--- config.mk ---
export PLATFORM = sky130hd
export DESIGN_NAME = weigh_command_handshake
export DESIGN_NICKNAME = d
export VERILOG_FILES = /design/src/hdl/wch_pkg.sv /design/src/hdl/weigh_command_handshake.sv /design/src/hdl/wch_cmd_map.sv /design/src/hdl/wch_unit_enc.sv
export SDC_FILE = /design/constraint.sdc
export NUM_CORES = 2
export LEC_CHECK = 0
export BUFFER_PORTS_ARGS = -buffer_cell sky130_fd_sc_hd__buf_2
export CORE_AREA = 10 10 392 394
export DETAILED_ROUTE_END_ITERATION = 12
export DIE_AREA = 0 0 402 404
export PLACE_DENSITY_LB_ADDON = 0.2
export RECOVER_POWER = 25
export SYNTH_ARGS = -nofsm -noshare
export SYNTH_HDL_FRONTEND = slang
export SYNTH_SLANG_ARGS = --single-unit
--- constraint.sdc ---
create_clock -name CLOCK_I -period 42.5 [get_ports CLOCK_I]
set_clock_uncertainty 0.05 [all_clocks]
set_input_delay 8.5 -clock CLOCK_I [delete_from_list [all_inputs] [get_ports CLOCK_I]]
set_output_delay 8.5 -clock CLOCK_I [all_outputs]
set_load 0.005 [all_outputs]
--- src/hdl/wch_pkg.sv ---
// constants and types of the weigh command handshake
package wch_pkg;

  // command codes presented by the controller
  localparam logic [4:0] CODE_IDLE           = 5'h00; // no function
  localparam logic [4:0] CODE_WEIGH_STABLE   = 5'h01; // stable weight
  localparam logic [4:0] CODE_WEIGH_NOW      = 5'h02; // immediate weight
  localparam logic [4:0] CODE_ZERO           = 5'h03; // zero
  localparam logic [4:0] CODE_ZERO_NOW       = 5'h04; // immediate zero
  localparam logic [4:0] CODE_SENSOR_RESET   = 5'h05; // sensor reset
  localparam logic [4:0] CODE_WEIGH_NOW_REP  = 5'h06; // weigh_now_repeat
  localparam logic [4:0] CODE_TARE           = 5'h07; // tare
  localparam logic [4:0] CODE_TARE_QUERY     = 5'h08; // tare value inquiry
  localparam logic [4:0] CODE_TARE_NOW       = 5'h09; // immediate tare
  localparam logic [4:0] CODE_TARE_CLEAR     = 5'h0A; // clear stored tare
  localparam logic [4:0] CODE_WEIGH_NEXT_REP = 5'h0B; // weigh_next_stable_repeat
  localparam logic [4:0] CODE_INT_ADJUST     = 5'h0C; // internal_adjust
  localparam logic [4:0] CODE_INT_CHECK      = 5'h0D; // internal_check
  localparam logic [4:0] CODE_BATCH          = 5'h0E; // not executable
  localparam logic [4:0] CODE_TRIG_WEIGH     = 5'h0F; // stable weight on trigger
  localparam logic [4:0] CODE_TRIG_ZERO      = 5'h10; // zero on trigger
  localparam logic [4:0] CODE_TRIG_QUERY     = 5'h11; // trigger mode inquiry
  localparam logic [4:0] CODE_TRIG_OFF       = 5'h12; // trigger mode off
  localparam logic [4:0] CODE_TRIG_ON        = 5'h13; // trigger mode on
  localparam logic [4:0] CODE_FORMAT_QUERY   = 5'h14; // output format inquiry
  localparam logic [4:0] CODE_CTRL_OFF       = 5'h15; // control mode off
  localparam logic [4:0] CODE_CTRL_ON        = 5'h16; // control mode on
  localparam logic [4:0] CODE_FREE_TEXT      = 5'h1F; // free-form string

  // status bytes
  localparam logic [7:0] STAT_NONE     = 8'h00; // locally answered idle
  localparam logic [7:0] STAT_NOT_EXEC = 8'h4C; // command not executable
  localparam logic [7:0] STAT_MORE     = 8'h42; // further replies follow

  // printable range for unit fallback
  localparam logic [7:0] CHAR_PRINT_LO = 8'h21;
  localparam logic [7:0] CHAR_PRINT_HI = 8'h7E;

  // field sizes
  localparam int QUERY_BYTES = 30; // bytes 3..32 of the query image
  localparam int RAW_BYTES   = 24; // bytes 9..32 of the response image
  localparam int CMD_BYTES   = 6;  // longest mapped command text
  localparam int UNIT_CHARS  = 4;  // longest unit string
  localparam int UNIT_COUNT  = 22; // entries of the unit table

  // reset value of the response flags
  localparam logic FLAG_RST = 1'b0;

  // single precision float layout
  localparam int FLT_BIAS   = 127;
  localparam int FLT_MANT_W = 23;

  // mantissas and exponents of ten to the minus d
  localparam int RECIP_COUNT = 7;
  localparam logic [23:0] RECIP_MANT [0:6] = '{24'h800000, 24'hCCCCCD,
    24'hA3D70A, 24'h83126F, 24'hD1B717, 24'hA7C5AC, 24'h8637BD};
  localparam int RECIP_EXP [0:6] = '{0, -4, -7, -10, -14, -17, -20};

  // handshake state, gray coded along the usual path
  typedef enum logic [1:0] {
    ST_IDLE   = 2'b00,
    ST_SEND   = 2'b01,
    ST_WAIT   = 2'b11,
    ST_FOLLOW = 2'b10
  } wch_state_t;

  // how a command code is served
  typedef enum logic [1:0] {
    KIND_SEND  = 2'b00,
    KIND_LOCAL = 2'b01,
    KIND_RSVD  = 2'b10,
    KIND_FREE  = 2'b11
  } wch_kind_t;

  // decoded command, first char in the top byte
  typedef struct packed {
    logic [CMD_BYTES-1:0][7:0] text;
    logic [2:0]                len;
    wch_kind_t                 kind;
    logic                      rep;
    logic                      multi;
  } wch_cmd_info_t;

  // request toward the sensor link
  typedef struct packed {
    logic [QUERY_BYTES-1:0][7:0] text;
    logic [4:0]                  len;
  } wch_query_t;

  // parsed reply from the sensor link
  typedef struct packed {
    logic [7:0]                 status;
    logic [UNIT_CHARS-1:0][7:0] unit_text;
    logic                       w_present;
    logic                       w_neg;
    logic [31:0]                w_mag;
    logic [2:0]                 w_dec;
    logic [RAW_BYTES-1:0][7:0]  raw;
  } wch_reply_t;

  // response image bytes 3..32
  typedef struct packed {
    logic [7:0]                sensor_status_byte;
    logic [7:0]                unit_code_byte;
    logic [31:0]               weight_float;
    logic [RAW_BYTES-1:0][7:0] raw;
  } wch_answer_t;

endpackage

--- src/hdl/weigh_command_handshake.sv ---
// command translation and toggle handshake
// Behaviour
// - decode idle, weigh, zero and reset codes
// - codes 07 to 0A select tare family
// - codes 06 and 0B start repeating weighing
// - 0C adjust, 0D check, 0E not executable
// - codes 0F to 13 cover trigger mode
// - 14 format inquiry, 15/16 control mode
// - 17-1E reserved, 1F passes free string
// - unit string encoded by fixed table
// - unknown unit gives first printable character
// - adjust and check forward several replies
// - handshake identical in basic and extended layout
// - first toggle raise copies into response toggle
// - valid when toggles equal and both valid
// - basic layout returns status, unit, weight
// - extended adds raw string; 1F only raw
// - on send copy toggle, clear answer valid
// - answer valid only with matching reply data
// - echoed code reports code of reply
// - weight as big endian single float
`timescale 1ns/1ps
module weigh_command_handshake
#(
  parameter int DEC_MAX = 6 // most decimals the float converter serves
)
(
  input  wire logic                                     CLOCK_I,
  input  wire logic                                     RESET_N_I,
  input  wire logic                                     EXT_MODE_I,
  input  wire logic                                     QUERY_VALID_FLAG_I,
  input  wire logic                                     QUERY_TOGGLE_FLAG_I,
  input  wire logic [4:0]                               COMMAND_CODE_I,
  input  wire logic [wch_pkg::QUERY_BYTES-1:0][7:0]     QUERY_TEXT_I,
  input  wire logic                                     SENSOR_REQ_READY_I,
  input  wire logic                                     REPLY_VALID_I,
  input  wire wch_pkg::wch_reply_t                      REPLY_I,
  output logic                                          RESPONSE_TOGGLE_FLAG_O,
  output logic                                          ANSWER_VALID_FLAG_O,
  output logic [4:0]                                    ECHOED_CODE_O,
  output wch_pkg::wch_answer_t                          ANSWER_O,
  output logic                                          SENSOR_REQ_VALID_O,
  output wch_pkg::wch_query_t                           SENSOR_REQ_O
);

  // refuse decimals the table cannot serve
  if (DEC_MAX < 0 || DEC_MAX > wch_pkg::RECIP_COUNT - 1)
  begin : g_dec_check
    $error("DEC_MAX out of range");
  end

  localparam logic [2:0] DEC_LIMIT = 3'(DEC_MAX); // clamp for w_dec

  // handshake bookkeeping
  wch_pkg::wch_state_t    state_reg;    // handshake state
  logic                   qtb_last_reg; // query toggle seen last cycle
  logic                   qtb_cap_reg;  // toggle of the issued command
  logic [4:0]             code_reg;     // issued command code
  logic                   rep_reg;      // issued command repeats
  logic                   multi_reg;    // issued command has several replies

  // decoded helpers
  wch_pkg::wch_cmd_info_t info;         // decoded presented code
  logic [7:0]             unit_code;    // encoded unit of the reply
  logic [31:0]            weight_conv;  // converted weight
  logic [4:0]             free_len;     // used length of free text
  logic                   free_end;     // zero byte reached in free text
  logic                   trigger;      // new command presented
  logic                   do_send;      // command goes to the sensor
  logic                   do_local;     // command answered locally
  logic                   sent;         // sensor link took the request
  logic                   take_reply;   // reply belongs to current command
  logic                   first_reply;  // first reply after sending
  logic                   more;         // reply says more will follow
  logic                   keep_on;      // keep listening after this reply

  // code to command text
  wch_cmd_map u_cmd_map
  (
    .code_i (COMMAND_CODE_I),
    .info_o (info)
  );

  // unit string to unit byte
  wch_unit_enc u_unit_enc
  (
    .text_i (REPLY_I.unit_text),
    .code_o (unit_code)
  );

  // decimal weight to single float, mantissa truncated
  function automatic logic [31:0] to_float(input logic neg, input logic [31:0] mag,
                                           input logic [2:0] dec);
    logic [2:0]  d;
    logic [55:0] prod;
    logic [55:0] norm;
    logic [5:0]  lead;
    logic        any;
    logic [9:0]  bexp;
    d    = (dec > DEC_LIMIT) ? DEC_LIMIT : dec;
    prod = {24'h000000, mag} * {32'h00000000, wch_pkg::RECIP_MANT[d]};
    lead = 6'h00;
    any  = 1'b0;
    // find the leading one of the product
    for (int i = 0; i < 56; i++)
    begin
      if (prod[i])
      begin
        lead = 6'(i);
        any  = 1'b1;
      end
    end
    norm = prod << (6'd55 - lead);
    bexp = 10'(wch_pkg::FLT_BIAS + int'(lead) + wch_pkg::RECIP_EXP[d] - wch_pkg::FLT_MANT_W);
    return any ? {neg, bexp[7:0], norm[54:32]} : 32'h00000000;
  endfunction

  // weight, or zero when none
  assign weight_conv = REPLY_I.w_present ?
                       to_float(REPLY_I.w_neg, REPLY_I.w_mag, REPLY_I.w_dec) :
                       32'h00000000;

  // free string length up to first zero byte
  always_comb
  begin
    free_len = 5'h00;
    free_end = 1'b0;
    for (int k = wch_pkg::QUERY_BYTES - 1; k >= 0; k--)
    begin
      if (QUERY_TEXT_I[k] == 8'h00)
        free_end = 1'b1;
      else if (!free_end)
        free_len = free_len + 5'h01;
    end
  end

  // new command: toggle change while valid
  assign trigger  = QUERY_VALID_FLAG_I && (QUERY_TOGGLE_FLAG_I != qtb_last_reg);
  assign do_send  = trigger && (info.kind == wch_pkg::KIND_SEND ||
                                info.kind == wch_pkg::KIND_FREE);
  assign do_local = trigger && (info.kind == wch_pkg::KIND_LOCAL);
  // a reserved code matches neither and is dropped

  // request accepted; a newer command wins
  assign sent = (state_reg == wch_pkg::ST_SEND) && SENSOR_REQ_READY_I && !trigger;

  // replies only count while waiting or following
  assign take_reply  = REPLY_VALID_I && !trigger &&
                       (state_reg == wch_pkg::ST_WAIT || state_reg == wch_pkg::ST_FOLLOW);
  assign first_reply = take_reply && (state_reg == wch_pkg::ST_WAIT);
  assign more        = (REPLY_I.status == wch_pkg::STAT_MORE);
  assign keep_on     = rep_reg || (multi_reg && more);

  // query toggle history
  always_ff @(posedge CLOCK_I)
  begin
    if (!RESET_N_I)
      qtb_last_reg <= wch_pkg::FLAG_RST;
    else
      qtb_last_reg <= QUERY_TOGGLE_FLAG_I;
  end

  // handshake state
  always_ff @(posedge CLOCK_I)
  begin
    if (!RESET_N_I)
      state_reg <= wch_pkg::ST_IDLE;
    else if (do_send)
      state_reg <= wch_pkg::ST_SEND;
    else if (do_local)
      state_reg <= wch_pkg::ST_IDLE;
    else
    begin
      case (state_reg)
        wch_pkg::ST_IDLE: // nothing outstanding
          state_reg <= wch_pkg::ST_IDLE;
        wch_pkg::ST_SEND: // request waits for the link
          if (sent)
            state_reg <= wch_pkg::ST_WAIT;
        wch_pkg::ST_WAIT: // first reply decides what follows
          if (take_reply)
            state_reg <= keep_on ? wch_pkg::ST_FOLLOW : wch_pkg::ST_IDLE;
        wch_pkg::ST_FOLLOW: // repeats run until a new command
          if (take_reply && !keep_on)
            state_reg <= wch_pkg::ST_IDLE;
        default:
          state_reg <= wch_pkg::ST_IDLE;
      endcase
    end
  end

  // capture of the issued command
  always_ff @(posedge CLOCK_I)
  begin
    if (!RESET_N_I)
    begin
      qtb_cap_reg <= wch_pkg::FLAG_RST;
      code_reg    <= wch_pkg::CODE_IDLE;
      rep_reg     <= 1'b0;
      multi_reg   <= 1'b0;
    end
    else if (do_send || do_local)
    begin
      qtb_cap_reg <= QUERY_TOGGLE_FLAG_I;
      code_reg    <= COMMAND_CODE_I;
      rep_reg     <= info.rep;
      multi_reg   <= info.multi;
    end
  end

  // request toward the sensor link
  always_ff @(posedge CLOCK_I)
  begin
    if (!RESET_N_I)
    begin
      SENSOR_REQ_VALID_O <= 1'b0;
      SENSOR_REQ_O       <= '0;
    end
    else if (do_send)
    begin
      SENSOR_REQ_VALID_O <= 1'b1;
      if (info.kind == wch_pkg::KIND_FREE)
      begin
        SENSOR_REQ_O.text <= QUERY_TEXT_I;
        SENSOR_REQ_O.len  <= free_len;
      end
      else
      begin
        SENSOR_REQ_O.text <= {info.text, 192'h0};
        SENSOR_REQ_O.len  <= {2'b00, info.len};
      end
    end
    else if (sent || do_local)
      SENSOR_REQ_VALID_O <= 1'b0;
  end

  // response toggle and answer valid flags
  always_ff @(posedge CLOCK_I)
  begin
    if (!RESET_N_I)
    begin
      RESPONSE_TOGGLE_FLAG_O <= wch_pkg::FLAG_RST;
      ANSWER_VALID_FLAG_O    <= wch_pkg::FLAG_RST;
    end
    else if (do_local)
    begin
      // local answer completes at once
      RESPONSE_TOGGLE_FLAG_O <= QUERY_TOGGLE_FLAG_I;
      ANSWER_VALID_FLAG_O    <= 1'b1;
    end
    else if (sent)
    begin
      // query gone out: copy toggle, withdraw old answer
      RESPONSE_TOGGLE_FLAG_O <= qtb_cap_reg;
      ANSWER_VALID_FLAG_O    <= 1'b0;
    end
    else if (first_reply)
      ANSWER_VALID_FLAG_O <= 1'b1;
  end

  // echoed code of the latest answer
  always_ff @(posedge CLOCK_I)
  begin
    if (!RESET_N_I)
      ECHOED_CODE_O <= wch_pkg::CODE_IDLE;
    else if (do_local)
      ECHOED_CODE_O <= COMMAND_CODE_I;
    else if (take_reply)
      ECHOED_CODE_O <= code_reg;
  end

  // response image bytes 3..32
  always_ff @(posedge CLOCK_I)
  begin
    if (!RESET_N_I)
      ANSWER_O <= '0;
    else if (do_local)
    begin
      // idle empty, batch not executable
      ANSWER_O <= '0;
      ANSWER_O.sensor_status_byte <= (COMMAND_CODE_I == wch_pkg::CODE_BATCH) ?
                                     wch_pkg::STAT_NOT_EXEC : wch_pkg::STAT_NONE;
    end
    else if (take_reply)
    begin
      // every reply overwrites the image
      if (code_reg == wch_pkg::CODE_FREE_TEXT)
      begin
        ANSWER_O.sensor_status_byte <= 8'h00;
        ANSWER_O.unit_code_byte     <= 8'h00;
        ANSWER_O.weight_float       <= 32'h00000000;
      end
      else
      begin
        ANSWER_O.sensor_status_byte <= REPLY_I.status;
        ANSWER_O.unit_code_byte     <= unit_code;
        ANSWER_O.weight_float       <= weight_conv;
      end
      ANSWER_O.raw <= EXT_MODE_I ? REPLY_I.raw : '0;
    end
  end

endmodule

--- src/hdl/wch_cmd_map.sv ---
// command code to sensor command text translation
`timescale 1ns/1ps
module wch_cmd_map
(
  input  wire logic [4:0]            code_i,
  output wch_pkg::wch_cmd_info_t     info_o
);

  // pack one table entry
  function automatic wch_pkg::wch_cmd_info_t mk(input logic [47:0] t, input logic [2:0] n,
                                                input wch_pkg::wch_kind_t k);
    wch_pkg::wch_cmd_info_t r;
    r.text  = t;
    r.len   = n;
    r.kind  = k;
    r.rep   = 1'b0;
    r.multi = 1'b0;
    return r;
  endfunction

  // text table; setting variants are never produced
  always_comb
  begin
    case (code_i)
      wch_pkg::CODE_IDLE:           info_o = mk(48'h000000000000, 3'd0, wch_pkg::KIND_LOCAL);
      wch_pkg::CODE_WEIGH_STABLE:   info_o = mk(48'h530000000000, 3'd1, wch_pkg::KIND_SEND);
      wch_pkg::CODE_WEIGH_NOW:      info_o = mk(48'h534900000000, 3'd2, wch_pkg::KIND_SEND);
      wch_pkg::CODE_ZERO:           info_o = mk(48'h5A0000000000, 3'd1, wch_pkg::KIND_SEND);
      wch_pkg::CODE_ZERO_NOW:       info_o = mk(48'h5A4900000000, 3'd2, wch_pkg::KIND_SEND);
      wch_pkg::CODE_SENSOR_RESET:   info_o = mk(48'h400000000000, 3'd1, wch_pkg::KIND_SEND);
      wch_pkg::CODE_WEIGH_NOW_REP:  info_o = mk(48'h534952000000, 3'd3, wch_pkg::KIND_SEND);
      wch_pkg::CODE_TARE:           info_o = mk(48'h540000000000, 3'd1, wch_pkg::KIND_SEND);
      wch_pkg::CODE_TARE_QUERY:     info_o = mk(48'h544100000000, 3'd2, wch_pkg::KIND_SEND);
      wch_pkg::CODE_TARE_NOW:       info_o = mk(48'h544900000000, 3'd2, wch_pkg::KIND_SEND);
      wch_pkg::CODE_TARE_CLEAR:     info_o = mk(48'h544143000000, 3'd3, wch_pkg::KIND_SEND);
      wch_pkg::CODE_WEIGH_NEXT_REP: info_o = mk(48'h534E52000000, 3'd3, wch_pkg::KIND_SEND);
      wch_pkg::CODE_INT_ADJUST:     info_o = mk(48'h433300000000, 3'd2, wch_pkg::KIND_SEND);
      wch_pkg::CODE_INT_CHECK:      info_o = mk(48'h545354330000, 3'd4, wch_pkg::KIND_SEND);
      wch_pkg::CODE_BATCH:          info_o = mk(48'h000000000000, 3'd0, wch_pkg::KIND_LOCAL);
      wch_pkg::CODE_TRIG_WEIGH:     info_o = mk(48'h545253000000, 3'd3, wch_pkg::KIND_SEND);
      wch_pkg::CODE_TRIG_ZERO:      info_o = mk(48'h54525A000000, 3'd3, wch_pkg::KIND_SEND);
      wch_pkg::CODE_TRIG_QUERY:     info_o = mk(48'h54524D4F0000, 3'd4, wch_pkg::KIND_SEND);
      wch_pkg::CODE_TRIG_OFF:       info_o = mk(48'h54524D4F2030, 3'd6, wch_pkg::KIND_SEND);
      wch_pkg::CODE_TRIG_ON:        info_o = mk(48'h54524D4F2031, 3'd6, wch_pkg::KIND_SEND);
      wch_pkg::CODE_FORMAT_QUERY:   info_o = mk(48'h4D4F44000000, 3'd3, wch_pkg::KIND_SEND);
      wch_pkg::CODE_CTRL_OFF:       info_o = mk(48'h4D4F44203000, 3'd5, wch_pkg::KIND_SEND);
      wch_pkg::CODE_CTRL_ON:        info_o = mk(48'h4D4F44203100, 3'd5, wch_pkg::KIND_SEND);
      wch_pkg::CODE_FREE_TEXT:      info_o = mk(48'h000000000000, 3'd0, wch_pkg::KIND_FREE);
      default:                      info_o = mk(48'h000000000000, 3'd0, wch_pkg::KIND_RSVD);
    endcase
    // repeating and multi-reply commands
    info_o.rep   = (code_i == wch_pkg::CODE_WEIGH_NOW_REP) ||
                   (code_i == wch_pkg::CODE_WEIGH_NEXT_REP);
    info_o.multi = (code_i == wch_pkg::CODE_INT_ADJUST) ||
                   (code_i == wch_pkg::CODE_INT_CHECK);
  end

endmodule

--- src/hdl/wch_unit_enc.sv ---
// unit string to unit code byte encoder
`timescale 1ns/1ps
module wch_unit_enc
(
  input  wire logic [wch_pkg::UNIT_CHARS-1:0][7:0] text_i,
  output logic      [7:0]                          code_o
);

  // unit strings; the index is the unit code
  localparam logic [31:0] UNIT_STR [0:wch_pkg::UNIT_COUNT-1] = '{
    32'h00000000, 32'h67000000, 32'h6B670000, 32'h74000000, // none g kg t
    32'h6D670000, 32'hB5670000, 32'h63740000, 32'h4E000000, // mg ug ct N
    32'h6C620000, 32'h6F7A0000, 32'h6F7A7400, 32'h474E0000, // lb oz ozt GN
    32'h64777400, 32'h6D6F0000, 32'h6D736700, 32'h746C0000, // dwt mo msg tl
    32'h74636C00, 32'h746F6C61, 32'h62616874, 32'h50435300, // tcl tola baht PCS
    32'h25000000, 32'h23000000};                            // % #

  logic hit;   // table match found
  logic found; // printable fallback found

  // table lookup, else first printable character
  always_comb
  begin
    code_o = 8'h00;
    hit    = 1'b0;
    found  = 1'b0;
    for (int i = 0; i < wch_pkg::UNIT_COUNT; i++)
    begin
      if (text_i == UNIT_STR[i])
      begin
        hit    = 1'b1;
        code_o = 8'(i);
      end
    end
    if (!hit)
    begin
      // scan from the first character onward
      for (int j = wch_pkg::UNIT_CHARS - 1; j >= 0; j--)
      begin
        if (!found && text_i[j] >= wch_pkg::CHAR_PRINT_LO &&
            text_i[j] <= wch_pkg::CHAR_PRINT_HI)
        begin
          found  = 1'b1;
          code_o = text_i[j];
        end
      end
    end
  end

endmodule

-- Word-level counts from Yosys, hierarchy flattened
Memory sizes are Yosys's and may differ from the RTL's.
Cells that the tools add are included.
- flip-flop bits (word level): 504
- memory bits (read-only): 1632
- bits of input ports: 521
- output and inout bits: 493
- memories: 3
- memories (memory ; words ; width ; rd ports ; clocked after Yosys merged registers in ; write ports ; line ; text):
    (name not given) ; 32 ; 37 ; 1 ; 0 ; 0 ; wch_cmd_map.sv:24 ; case (code_i)
    (name not given) ; 8 ; 32 ; 1 ; 0 ; 0 ; weigh_command_handshake.sv:114 ; bexp = 10'(wch_pkg::FLT_BIAS + int'(lead) + wch_pkg::RECIP_EXP[d] - wch_pkg::FLT_MANT_W);
    (name not given) ; 8 ; 24 ; 1 ; 0 ; 0 ; weigh_command_handshake.sv:101 ; prod = {24'h000000, mag} * {32'h00000000, wch_pkg::RECIP_MANT[d]};
- add/subtract/negate cells: 33
- multipliers: 1
- order comparisons: 10
- eq/ne operators: 40
- shift operators: 1
- muxes and demuxes: 282
- bitwise gates (word level): 2
- reduce and logical (&&, ||, !) cells: 70
- operators with widths (cell ; number):
    $eq 32x31->1 const B ; 18
    $mux 240 ; 2
    $mux 5 ; 66
    $mux 6 ; 54
    $mux 245 ; 1
    $logic_not 8->1 ; 30
    $mux 192 ; 1
    $add 5x1->5 const B ; 29
    $mux 1 ; 125
    $eq 32x30->1 const B ; 2
    $mux 32 ; 2
    $mul 32x24->56 ; 1
    $mux 8 ; 7
    $shl 56x6->55 ; 1
    $mux 24 ; 2
    $mux 48 ; 1
    $eq 32x32->1 const B ; 1
    $ge 8x6->1 const B ; 4
    $le 8x7->1 const B ; 4
    $logic_not 32->1 ; 1
    $mux 4 ; 8
    $eq 5x4->1 const B ; 4
    $logic_and 1x1->1 ; 17
    $mux 3 ; 5
    other kinds (29) ; 53

-- Depth between registers and ports, before layout
- word-level depth: 90
- mapped depth: 81

-- By module
Synthesis repeated with hierarchy kept, for this count alone.
- cell total of the unflattened synthesis: 6639
- area total of the unflattened synthesis: 55017.8 um^2
- modules (own cells, without submodules) (module ; instances ; cells each ; area an instance (um^2) ; seq. area each (um^2)):
    weigh_command_handshake ; 1 ; 6277 ; 52547.9 ; 10089.7
    wch_unit_enc ; 1 ; 217 ; 1472.7 ; 0.0
    wch_cmd_map ; 1 ; 145 ; 997.2 ; 0.0

-- Worst setup path before layout
No wires, ideal clock.
- path type: input-to-reg
- start: input QUERY_TEXT_I[230] (netlist name)
- end: register SENSOR_REQ_O[4] (netlist name)
- setup time: 120 ps
- arrival: 21935 ps
- required time: 42330 ps
- slack: 20396 ps
- stages: 81
- path buffers: 0
- cells stage by stage: nor4_1 -> nand2_1 -> nand2_1 -> inv_1 -> ha_1 -> nor3_1 -> nor2_1 -> ha_1 -> a21bo_2 -> and2_1 -> a21oi_1 -> ha_1 -> o21bai_1 -> a21oi_1 -> ha_1 -> o21ai_0 -> a31o_2 -> a21oi_1 -> (+45 left out) -> a21o_1 -> ha_1 -> mux2_2 -> a21o_1 -> ha_1 -> mux2_2 -> ha_1 -> mux2i_1 -> nand2_1 -> o21a_1 -> ha_1 -> nand2_1 -> nor2_1 -> o21ai_0 -> or3b_1 -> a22oi_1 -> or3b_1 -> nand3_1
- word-level cells in the longest chain between the ends: 87
- elaborated cells on any way between the ends: 115
- classes of those cells: add/sub (28); mux (86); reduce/logical (1)
- RTL lines (what ; line ; text):
    start, declared ; weigh_command_handshake.sv:34 ; input wire logic [wch_pkg::QUERY_BYTES-1:0][7:0] QUERY_TEXT_I,
    $logic_not 8->1 (*) ; weigh_command_handshake.sv:130 ; if (QUERY_TEXT_I[k] == 8'h00)
    $mux 5 ; weigh_command_handshake.sv:130 ;
    $add 5x1->5 ; weigh_command_handshake.sv:133 ; free_len = free_len + 5'h01;
    $mux 5 ; weigh_command_handshake.sv:132 ; else if (!free_end)
    $mux 5 ; weigh_command_handshake.sv:130 ;
    $add 5x1->5 ; weigh_command_handshake.sv:133 ;
    $mux 5 ; weigh_command_handshake.sv:132 ;
    $mux 5 ; weigh_command_handshake.sv:130 ;
    (+71 left out) ; -- ;
    $mux 5 ; weigh_command_handshake.sv:130 ;
    $add 5x1->5 ; weigh_command_handshake.sv:133 ;
    $mux 5 ; weigh_command_handshake.sv:132 ;
    $mux 5 ; weigh_command_handshake.sv:130 ;
    $add 5x1->5 ; weigh_command_handshake.sv:133 ;
    $mux 5 ; weigh_command_handshake.sv:132 ;
    $mux 5 (*) ; weigh_command_handshake.sv:130 ;
    $mux 245 (*) ; weigh_command_handshake.sv:222 ; if (info.kind == wch_pkg::KIND_FREE)
    end, declared ; weigh_command_handshake.sv:43 ; output wch_pkg::wch_query_t SENSOR_REQ_O
Mark *: on every way between the ends. The rest lies on a longest branch, timed or not.
A chain may end at the register's enable or synchronous reset.

-- Worst setup path after layout
Ends and elaborated chain as after synthesis.

==> metrics <==
outcome=complete, no violations; core area=0.145 mm2; Critical Path End Type=register; clock slew at reported path FFs=0.06 ns; largest family of logic cells by synthesized area=adder cells; max-slew violations=0; top-count cell post-synth=inv_1; CP Data Arrival Time=24.04 ns; Syn Nets=7846; share of cells above drive strength 1=0.150; Setup Crit Path Kind=in -> reg; EDFF count, synth=0; dpl cell area=0.0589 mm2; Final TNS setup=0 ns; clk buf depth=3; max incr delay on CP=0.48 ns; predominant post-synthesis flop cell=dfxtp_1; Seq cells post-synth=504; slowest CP cell=nor4_1; # IOs=1014; remaining global-route overflow=0; 1st-iter DRT viols=4439; setup bufs post-CTS=0; final hold violations=0; Initial Util=0.361; fin area=0.0607 mm2; fmax=42.6 MHz; initial antenna violation count=52; largest cells by area after synthesis=fa_1 25%, dfxtp_1 19%, a21oi_1 6.0%; Mapped Avg Cell Area=8.16 um2; CP dominant cell by count=ha_1; Syn Std Cell Area=0.0525 mm2; H-Tree Depth=2; Seq/Total Area, Yosys=0.192; Largest regs=SENSOR_REQ_O: 245 flops, ANSWER_O: 240 flops; RD Place Congestion=0.988; Die W=402 um; maxcap violations=0; hold path start=SENSOR_REQ_O[112]; area of the multi-input gates=0.0378 mm2; Cell variety after synth=122; vias per cell=5.47; clk_lat worst skew=0.71 ns; share of the synthesized area in the top cell type=0.252; Num Clock Sinks=504; WP data required=43.04 ns; final period utilization=0.553; Slew @ Worst Pin=1.40 ns; post-route minimum period=23.50 ns; Fill cells=15300; warnings from Yosys=0; worst min-delay path class=reg -> reg; fraction of registers with async set/reset=0; max reg flops=245; Worst setup SP type=input port; Synth Area in Simple Gates=0.223; Num CTS Buffers=60; RSZ-0062 raised after global routing=false; Post-synth top cells=813 x inv_1, 774 x nand2_1, 660 x fa_1, 629 x a21oi_1, 504 x dfxtp_1; Total Routing Usage GR=0.292; global-route wire length before repair=355000 um; crit path from=QUERY_TEXT_I[230]; post-cts sizing count=0; Reg with most FFs=SENSOR_REQ_O; post-synthesis mux area share=0.0306; Synth Area in Compound Gates=0.135; Mapped Cells=6438; die area=0.162 mm2; number of port buffers=1013; CTS tree=built; via count=50000; vias in the first global route=50500; post-detail-place hpwl=206000 um; area leader, netlist=fa_1; final setup fails=0; Final Routed Wirelength=247000 um; antenna-violating nets left=0; RR Startpoint=qtb_last_reg; CTS root buf=clkbuf_16; final net count=8559; post-DR wirelength/cell=27.1 um; Register Area=0.0101 mm2; DRC=0; Pre-antenna DRT Iters=6; largest net degree at the start of global routing=195; Die Y=404 um; Rows=140; normalized max-slew margin=0.0635; adder-cell share of the synthesized area=0.306; Post-Synth XOR/XNOR Area=0.0211; hold_buf cts=0; Worst Path Max Fanout=8; Layout area overhead=15.5%
==> path summary, 6_finish.rpt <==
kind / end / slack, ns / depth (start not counted)
max reg2reg: ANSWER_O[194] / 38.14 / 11
min reg2reg: SENSOR_REQ_O[112] / 0.40 / 2
max: SENSOR_REQ_O[4] / 19.00 / 82
min: SENSOR_REQ_O[112] / 0.40 / 2
==> cell families after synthesis <==
kind of cell	count (synthesis)
buffers and inverters	1231
and+or+nand+nor	2394
adders and majority gates	888
xor gates and xnor gates	120
DFF	504
muxes	151
AOI/OAI and AO/OA	1150
==> worst max-delay path, delay by kind of cell <==
| family | cells | cell delay, ns |
|---|---|---|
| XOR/XNOR | 1 | 0.17 |
| multiplexers | 9 | 1.91 |
| AND/OR/NAND/NOR | 23 | 3.37 |
| buffers and inverters | 2 | 0.20 |
| AO/OA/AOI/OAI | 29 | 5.00 |
| adder cells (fa/ha/maj) | 18 | 4.89 |
==> cells in the final DEF (no fill, tap or decap), types with 186 or more instances in the layout <==
cell type,count
inv_1,813
buf_2,776
nand2_1,773
fa_1,660
a21oi_1,626
dfxtp_1,504
nand3_1,463
nor2_1,329
clkbuf_1,250
ha_1,226
and2_1,186
==> layout make-up <==
cell class	instances	share of cell area
Clock buffer	86	0.0282
Inverter	816	0.0508
Antenna cell	22	0.000907
Timing Repair Buffer	1066	0.0859
Clock inverter	24	0.00557
Multi-Input combinational cell	4703	0.623
Sequential cell	504	0.166
Tap cell	1917	0.0395
==> through the flow <==
stage               utilization  setup WS, ns  cells  hold WS (ns)
finish                    0.417         19.00   9138         0.398
global route              0.417         17.63   9122         0.412
CTS                       0.419         19.25   9116         0.398
detailed placement        0.405         18.55   9006         0.390
global placement          0.405         18.68   9006         0.383
floorplan                     -         20.40   6438         0.382
==> metal layers <==
layer  share of wire  GRT usage
met1            0.39      0.353
met5          0.0011          0
met2            0.47      0.490
met4           0.058      0.136
met3           0.078     0.0676
Power is not shown: default switching activity piles up to over one toggle a cycle in this logic, so the estimate is an artifact.
